### src/core/dcr_cfg.svh
`ifndef DCR_CFG_SVH
`define DCR_CFG_SVH

// =========================================
// register offsets
`define DCR_OFS_FREQ 16'h0380
`define DCR_OFS_SPEED 16'h0381
`define DCR_OFS_OPER 16'h0382
`define DCR_OFS_ACCEL 16'h0383
`define DCR_OFS_DECEL 16'h0384
`define DCR_OFS_LREF 16'h0388
`define DCR_OFS_LFB 16'h0389
`define DCR_OFS_INIT 16'h03e2
`define DCR_OFS_HIST 16'h03e5

// =========================================
// fields and reset values
`define DCR_OPER_RUN_BIT 0
`define DCR_OPER_FWD_BIT 1
`define DCR_OPER_COAST_BIT 3
`define DCR_OPER_MASK 16'h000b
`define DCR_REG_RESET 16'h0000
`define DCR_LREF_SRC_COMM 4'h4
`define DCR_LFB_SRC_COMM 4'h2
`define DCR_INIT_MAX 16'h0005
`define DCR_HIST_ERASE 16'h0001

// =========================================
// trip thresholds and timing
`define DCR_OV_VOLTS 10'h190
`define DCR_UV_VOLTS 10'h0b4
`define DCR_CLK_HZ 64'd25000000
`define DCR_OVERLOAD_TIME_S 64'd60
`define DCR_OVERLOAD_CYCLES (`DCR_OVERLOAD_TIME_S * `DCR_CLK_HZ)
`endif

### src/core/dcr_pkg.sv
package dcr_pkg;
	typedef struct packed {
		logic wr;
		logic rd;
		logic [15:0] addr;
		logic [15:0] wdata;
	} dcr_req_s;

	typedef struct packed {
		logic valid;
		logic refused;
		logic unmapped;
		logic [15:0] rdata;
	} dcr_rsp_s;

	typedef struct packed {
		logic [15:0] frequency;
		logic [15:0] speed;
		logic [15:0] accel;
		logic [15:0] decel;
		logic [15:0] loop_ref;
		logic [15:0] loop_fb;
	} dcr_cmd_s;

	typedef struct packed {
		logic overcurrent;
		logic overload;
		logic overvoltage;
		logic undervoltage;
	} dcr_trip_s;

	typedef enum logic [2:0] {
		DCR_INIT_NONE,
		DCR_INIT_ALL,
		DCR_INIT_DRIVE,
		DCR_INIT_FUNC1,
		DCR_INIT_FUNC2,
		DCR_INIT_IO
	} dcr_init_e;
endpackage

### src/core/dcr_bank.sv
`timescale 1ns/1ps
`include "dcr_cfg.svh"
module dcr_bank #(
	parameter logic [31:0] OVERLOAD_CYCLES = 32'(`DCR_OVERLOAD_CYCLES)
) (
	input wire logic clk, // 25 MHz clock
	input wire logic reset_n, // async reset
	input wire dcr_pkg::dcr_req_s req, // register request
	output dcr_pkg::dcr_rsp_s rsp_q, // register answer
	input wire logic freq_source_comm, // frequency source is link
	input wire logic run_source_comm, // run source is link
	input wire logic [3:0] loop_reference_source_setting, // loop ref source
	input wire logic [3:0] loop_feedback_source_setting, // loop fb source
	input wire logic overcurrent_flag, // current above rated
	input wire logic overload_flag, // current at 150 percent
	input wire logic [9:0] dc_bus_volts, // dc bus in volts
	input wire logic decelerating, // drive decelerating
	input wire logic trip_reset, // clear trips
	output dcr_pkg::dcr_cmd_s cmd_q, // command values
	output logic run_q, // run command
	output logic forward_q, // forward rotation
	output logic coast_stop_q, // coast start pulse
	output logic drive_on_q, // output stage enable
	output logic tripped_q, // trip active
	output dcr_pkg::dcr_trip_s trip_cause_q, // latched causes
	output logic init_req_q, // parameter init pulse
	output dcr_pkg::dcr_init_e init_group_q, // group to init
	output logic history_clear_q // erase fault history pulse
);
	// =========================================
	// address decode
	wire hit_freq = req.addr == `DCR_OFS_FREQ;
	wire hit_speed = req.addr == `DCR_OFS_SPEED;
	wire hit_oper = req.addr == `DCR_OFS_OPER;
	wire hit_accel = req.addr == `DCR_OFS_ACCEL;
	wire hit_decel = req.addr == `DCR_OFS_DECEL;
	wire hit_lref = req.addr == `DCR_OFS_LREF;
	wire hit_lfb = req.addr == `DCR_OFS_LFB;
	wire hit_init = req.addr == `DCR_OFS_INIT;
	wire hit_hist = req.addr == `DCR_OFS_HIST;
	wire hit_any = hit_freq | hit_speed | hit_oper | hit_accel | hit_decel | hit_lref
		| hit_lfb | hit_init | hit_hist;

	// =========================================
	// write gating by command source, trip state and init value range
	wire lref_ok = loop_reference_source_setting == `DCR_LREF_SRC_COMM;
	wire lfb_ok = loop_feedback_source_setting == `DCR_LFB_SRC_COMM;
	wire init_ok = ~tripped_q & (req.wdata <= `DCR_INIT_MAX);
	wire wr_freq = req.wr & hit_freq & freq_source_comm;
	wire wr_speed = req.wr & hit_speed & freq_source_comm;
	wire wr_oper = req.wr & hit_oper & run_source_comm;
	wire wr_accel = req.wr & hit_accel;
	wire wr_decel = req.wr & hit_decel;
	wire wr_lref = req.wr & hit_lref & lref_ok;
	wire wr_lfb = req.wr & hit_lfb & lfb_ok;
	wire wr_init = req.wr & hit_init & init_ok;
	wire wr_hist = req.wr & hit_hist;
	wire refused = req.wr & (((hit_freq | hit_speed) & ~freq_source_comm)
		| (hit_oper & ~run_source_comm) | (hit_lref & ~lref_ok)
		| (hit_lfb & ~lfb_ok) | (hit_init & ~init_ok));

	// =========================================
	// storage
	logic [15:0] oper_q;
	logic [15:0] init_q;
	logic [15:0] hist_q;
	logic coasting_q;
	logic coast_rise;

	always_ff @(posedge clk or negedge reset_n) begin
		if (!reset_n)
			cmd_q.frequency <= `DCR_REG_RESET;
		else if (wr_freq)
			cmd_q.frequency <= req.wdata;
	end

	always_ff @(posedge clk or negedge reset_n) begin
		if (!reset_n)
			cmd_q.speed <= `DCR_REG_RESET;
		else if (wr_speed)
			cmd_q.speed <= req.wdata;
	end

	always_ff @(posedge clk or negedge reset_n) begin
		if (!reset_n)
			cmd_q.accel <= `DCR_REG_RESET;
		else if (wr_accel)
			cmd_q.accel <= req.wdata;
	end

	always_ff @(posedge clk or negedge reset_n) begin
		if (!reset_n)
			cmd_q.decel <= `DCR_REG_RESET;
		else if (wr_decel)
			cmd_q.decel <= req.wdata;
	end

	always_ff @(posedge clk or negedge reset_n) begin
		if (!reset_n)
			cmd_q.loop_ref <= `DCR_REG_RESET;
		else if (wr_lref)
			cmd_q.loop_ref <= req.wdata;
	end

	always_ff @(posedge clk or negedge reset_n) begin
		if (!reset_n)
			cmd_q.loop_fb <= `DCR_REG_RESET;
		else if (wr_lfb)
			cmd_q.loop_fb <= req.wdata;
	end

	// reserved bits never stored so they read as zero
	always_ff @(posedge clk or negedge reset_n) begin
		if (!reset_n)
			oper_q <= `DCR_REG_RESET;
		else if (wr_oper)
			oper_q <= req.wdata & `DCR_OPER_MASK;
	end

	// =========================================
	// run, direction and coast stop
	assign run_q = oper_q[`DCR_OPER_RUN_BIT];
	assign forward_q = oper_q[`DCR_OPER_FWD_BIT];

	dcr_rise u_coast_edge (
		.clk(clk),
		.reset_n(reset_n),
		.level(oper_q[`DCR_OPER_COAST_BIT]),
		.pulse_q(coast_rise)
	);
	assign coast_stop_q = coast_rise;

	// coasting holds until run is withdrawn; a new edge wins over the release
	always_ff @(posedge clk or negedge reset_n) begin
		if (!reset_n)
			coasting_q <= 1'b0;
		else if (coast_rise)
			coasting_q <= 1'b1;
		else if (!oper_q[`DCR_OPER_RUN_BIT])
			coasting_q <= 1'b0;
	end

	// =========================================
	// protection
	logic trip_now;

	dcr_trip #(
		.OVERLOAD_CYCLES(OVERLOAD_CYCLES)
	) u_trip (
		.clk(clk),
		.reset_n(reset_n),
		.overcurrent_flag(overcurrent_flag),
		.overload_flag(overload_flag),
		.dc_bus_volts(dc_bus_volts),
		.decelerating(decelerating),
		.trip_reset(trip_reset),
		.cause_q(trip_cause_q),
		.tripped_q(trip_now)
	);
	assign tripped_q = trip_now;

	// output cut one cycle after a trip or coast pulse appears
	always_ff @(posedge clk or negedge reset_n) begin
		if (!reset_n)
			drive_on_q <= 1'b0;
		else
			drive_on_q <= oper_q[`DCR_OPER_RUN_BIT] & ~trip_now & ~coasting_q
				& ~coast_rise;
	end

	// =========================================
	// memory control
	always_ff @(posedge clk or negedge reset_n) begin
		if (!reset_n) begin
			init_q <= `DCR_REG_RESET;
			init_req_q <= 1'b0;
			init_group_q <= dcr_pkg::DCR_INIT_NONE;
		end else begin
			init_req_q <= wr_init & (req.wdata != `DCR_REG_RESET);
			if (wr_init) begin
				init_q <= req.wdata;
				init_group_q <= dcr_pkg::dcr_init_e'(req.wdata[2:0]);
			end
		end
	end

	always_ff @(posedge clk or negedge reset_n) begin
		if (!reset_n) begin
			hist_q <= `DCR_REG_RESET;
			history_clear_q <= 1'b0;
		end else begin
			history_clear_q <= wr_hist & (req.wdata == `DCR_HIST_ERASE);
			if (wr_hist)
				hist_q <= req.wdata;
		end
	end

	// =========================================
	// read mux and answer
	wire [15:0] rd_mux = hit_freq ? cmd_q.frequency :
		hit_speed ? cmd_q.speed :
		hit_oper ? oper_q :
		hit_accel ? cmd_q.accel :
		hit_decel ? cmd_q.decel :
		hit_lref ? cmd_q.loop_ref :
		hit_lfb ? cmd_q.loop_fb :
		hit_init ? init_q :
		hit_hist ? hist_q : 16'h0000;
	wire access = req.wr | req.rd;

	always_ff @(posedge clk or negedge reset_n) begin
		if (!reset_n)
			rsp_q <= '0;
		else begin
			rsp_q.valid <= access;
			rsp_q.refused <= refused;
			rsp_q.unmapped <= access & ~hit_any;
			rsp_q.rdata <= req.rd ? rd_mux : 16'h0000;
		end
	end
endmodule

### src/core/dcr_rise.sv
`timescale 1ns/1ps
module dcr_rise (
	input wire logic clk, // clock
	input wire logic reset_n, // async reset
	input wire logic level, // watched level
	output logic pulse_q // one-cycle rise pulse
);
	logic prev_q;

	always_ff @(posedge clk or negedge reset_n) begin
		if (!reset_n) begin
			prev_q <= 1'b0;
			pulse_q <= 1'b0;
		end else begin
			prev_q <= level;
			pulse_q <= level & ~prev_q;
		end
	end
endmodule

### src/core/dcr_trip.sv
`timescale 1ns/1ps
`include "dcr_cfg.svh"
module dcr_trip #(
	parameter logic [31:0] OVERLOAD_CYCLES = 32'(`DCR_OVERLOAD_CYCLES)
) (
	input wire logic clk, // clock
	input wire logic reset_n, // async reset
	input wire logic overcurrent_flag, // current above rated
	input wire logic overload_flag, // current at 150 percent
	input wire logic [9:0] dc_bus_volts, // dc bus in volts
	input wire logic decelerating, // drive decelerating
	input wire logic trip_reset, // clear latched causes
	output dcr_pkg::dcr_trip_s cause_q, // latched causes
	output logic tripped_q // any trip active
);
	logic [31:0] ol_cnt_q;
	wire ol_expired = ol_cnt_q == OVERLOAD_CYCLES;
	dcr_pkg::dcr_trip_s set_now;
	dcr_pkg::dcr_trip_s cause_d;

	assign set_now.overcurrent = overcurrent_flag;
	assign set_now.overload = overload_flag & ol_expired;
	assign set_now.overvoltage = decelerating & (dc_bus_volts > `DCR_OV_VOLTS);
	assign set_now.undervoltage = dc_bus_volts < `DCR_UV_VOLTS;
	// set wins over a simultaneous clear
	assign cause_d = (trip_reset ? '0 : cause_q) | set_now;

	// =========================================
	// overload duration
	always_ff @(posedge clk or negedge reset_n) begin
		if (!reset_n)
			ol_cnt_q <= 32'h0;
		else if (!overload_flag)
			ol_cnt_q <= 32'h0;
		else if (!ol_expired)
			ol_cnt_q <= ol_cnt_q + 32'h1;
	end

	always_ff @(posedge clk or negedge reset_n) begin
		if (!reset_n) begin
			cause_q <= '0;
			tripped_q <= 1'b0;
		end else begin
			cause_q <= cause_d;
			tripped_q <= |cause_d;
		end
	end
endmodule

### config.mk
export PLATFORM = sky130hd
export DESIGN_NAME = dcr_bank
export DESIGN_NICKNAME = d
export VERILOG_FILES = /design/src/core/dcr_pkg.sv /design/src/core/dcr_bank.sv /design/src/core/dcr_rise.sv /design/src/core/dcr_trip.sv
export VERILOG_INCLUDE_DIRS = /design/src /design/src/core
export SDC_FILE = /design/constraint.sdc
export NUM_CORES = 1
export LEC_CHECK = 0
export ABC_AREA = 1
export CAP_MARGIN = 20
export CORE_ASPECT_RATIO = 1.1
export CORE_UTILIZATION = 50
export DETAILED_ROUTE_END_ITERATION = 16
export DONT_BUFFER_PORTS = 1
export GPL_ROUTABILITY_DRIVEN = 0
export PLACE_DENSITY = 0.65
export RECOVER_POWER = 50
export SYNTH_ARGS = -nofsm -noshare
export SYNTH_HDL_FRONTEND = slang
export SYNTH_SLANG_ARGS = --single-unit
### constraint.sdc
create_clock -name clk -period 4.23 [get_ports clk]
set_input_delay 0.6345 -clock clk [delete_from_list [all_inputs] [get_ports clk]]
set_output_delay 0.6345 -clock clk [all_outputs]
set_load 0.005 [all_outputs]
==> results.yml <==
run_status:
  run_status: "finished with violations"
  failed_checks: "hold timing"
grt:
  grt_max_degree: 194
  grt-ovfl-total: 0
  grt_first_pass_wirelength_microns: 42400
  grt_pass1_vias: 7593
  track_usage_pct: 28.6
  antenna_found_initial: 0
timing:
  fin_ws_ns: 1.89
  min_period_ns: 2.34
  hold_violations: 193
  clock.fmax_ghz: 0.427
  slew_headroom_pct: 37.7
  tns_ns: 0
  min_period_over_period_pct: 55.4
  final-setup-viol-count: 0
  tightest_slew_ns: 0.932
  holdWs_ns: -0.109
  skew_ns: 0.00955
  rsz0062_at_grt: "no"
  maxSlewViolCount: 0
setup_path:
  startpoint_type: "input pin"
  required_ns: 4.55
  worst-r2r-setup-slack_ns: 2.21
  worstPathArrival_ns: 2.66
  cp-end-kind: "flip-flop"
  path_max_fanout: 16
  cp-startpoint: "req[16]"
  reg2reg_from: "u_trip.ol_cnt_q[10]$_DFFE_PN0N_"
  crit_type: "input pin to flip-flop"
clocking:
  clock_latency_ns: 0.43
  cts_resized: 0
  cts_root_buf: "clkbuf_16"
  cts_buffers: 17
  h-tree-depth: 4
  path_clk_slew_ns: 0.07
  cts_setup_buffers: 0
  cts.sinks: 193
  clock_path_buffers: 2
  cts_tree: "done"
synthesis:
  yosysWarnings: 0
  syn_avg_cell_area_sq_um: 7.89
  synth-seq-cells: 193
  yosysTopAreaCell: "dfrtp_1"
  yosysUniqueCellTypes: 41
  synth_cells: 1195
  seq_area_frac_synth_pct: 51.2
  synth_area_leaders: "dfrtp_1, nand2_1, o21ai_0"
  synth.top_cell.area_share_pct: 51.2
  synth.net_count: 1257
  syn_area_sq_mm: 0.00943
floorplanning:
  io_pins: 189
  rows: 52
  die_h_microns: 146
  coreArea_sq_mm: 0.0184
  die_w_microns: 133
  dieArea_sq_mm: 0.0194
  start_util_pct: 51.2
power_and_ir_drop:
  ir_drop_mv: 0.302
  p_per_area_mw_per_mm2: 343
  finalPower_uw: 3460
  p_leak_uw: 0.00479
routing:
  ant_nets: 0
  dr.pass1.iters: 5
  wl_per_cell_microns: 18.7
  drt_iter0_drc: 717
  viasPerCell: 5.52
  wl_microns: 26800
  vias: 7911
  drc: 0
worst_hold_path:
  min_path_type: "input pin to asynchronous set/reset pin"
layout:
  synthToLayoutAreaGrowth_pct: 6.98
  final_common_cell: "nand2_1"
  final_util_pct: 54.8
  finalNonFillerCells: 1432
  final_cell_mix: "nand2_1, dfrtp_1, nor2_1"
  layout-drive-gt1-share_pct: 6.39
  fin_nets: 1239
  num_antenna_cells: 0
  n_fill_cell: 1738
job:
  cap_violations: 0
placed_design:
  dp.cells: 1401
  dp_hpwl_microns: 19300
  io_buffers: 0
  post-place-ws_ns: 1.51
[per-stage QoR]
step / hold WS [ns] / cell area (sq um)
6_report: -0.109 / 10100
5_1_grt: -0.129 / 10100
4_1_cts: -0.117 / 10100
3_5_place_dp: 0.345 / 9550
3_3_place_gp: 0.345 / 9550
2_1_floorplan: 0.339 / 9430
[report_power, final]
| part | switching [uW] | internal [uW] |
|---|---|---|
| Clock | 736 | 777 |
| Combinational | 69.1 | 22.5 |
| Sequential | 7.38 | 1850 |
| Total | 812 | 2650 |
[layout make-up]
| type | instances | area (sq um) | share of cell area, % |
|---|---|---|---|
| Clock buffer | 19 | 443 | 4.39 |
| Sequential cell | 193 | 4830 | 47.9 |
| Multi-Input combinational cell | 811 | 3790 | 37.6 |
| Clock inverter | 12 | 97.6 | 0.968 |
| Tap cell | 243 | 304 | 3.02 |
| Timing Repair Buffer | 11 | 78.8 | 0.782 |
| Inverter | 143 | 537 | 5.32 |
[kinds of logic after synthesis]
| group | synth area share [%] |
|---|---|
| AND/OR/NAND/NOR | 26.3 |
| buffers and inverters | 8.46 |
| flip-flops | 51.2 |
| adder cells (fa/ha/maj) | 0.265 |
| AO/OA/AOI/OAI | 13.1 |
| XOR/XNOR | 0.650 |
[routing by layer]
layer / wire [microns] / track usage, %
met4: 994 / 12.7
met2: 13800 / 50.5
met3: 2250 / 8.78
met1: 9850 / 31.4
met5: 0 / 0
[flip-flops by register name (all words and copies together) (netlist names), 2 cells and up]
name and count:
oper_q 3, cmd_q 96, hist_q 16, rsp_q 19, init_q 14, init_group_q 2, u_trip.ol_cnt_q 32, u_trip.cause_q 4
[worst max-delay path, cell delays in order]
cell and delay, ns:
nor2_1 0.11, clkbuf_1 0.56, nand4_2 0.55, or2_2 0.46, nand3_1 0.14, nand2_1 0.08, nand2_1 0.06, a21oi_1 0.06
[path summary, 6_finish.rpt]
check | cells past startpoint | to
min in group clk | 1 | u_trip.cause_q[2]$_DFF_PN0_
min reg2reg | 1 | u_coast_edge.pulse_q$_DFF_PN0_
max | 8 | rsp_q[1]$_DFF_PN0_
max reg2reg | 10 | u_trip.tripped_q$_DFF_PN0_
max in group asynchronous | 0 | cmd_q[31]$_DFFE_PN0P_
min | 0 | cmd_q[0]$_DFFE_PN0P_
[synth_stat cells, drive strengths merged]
| library cell | count |
|---|---|
| nor4 | 11 |
| and3 | 1 |
| a31oi | 3 |
| nor3b | 2 |
| inv | 141 |
| ha | 2 |
| o21ai | 164 |
| clkbuf | 21 |
| nor4b | 1 |
| o22a | 1 |
| a21o | 1 |
| a32oi | 1 |
| nand3 | 48 |
| nand2 | 288 |
| or2 | 4 |
| o21bai | 2 |
| dfrtp | 193 |
| nor3 | 27 |
| clkinv | 2 |
| nand3b | 1 |
| xor2 | 6 |
| buf | 27 |
| o211ai | 13 |
| nand4 | 29 |
| a21oi | 45 |
| xnor2 | 1 |
| o21a | 4 |
| nor2 | 156 |
(Power assumes the default switching activity.)
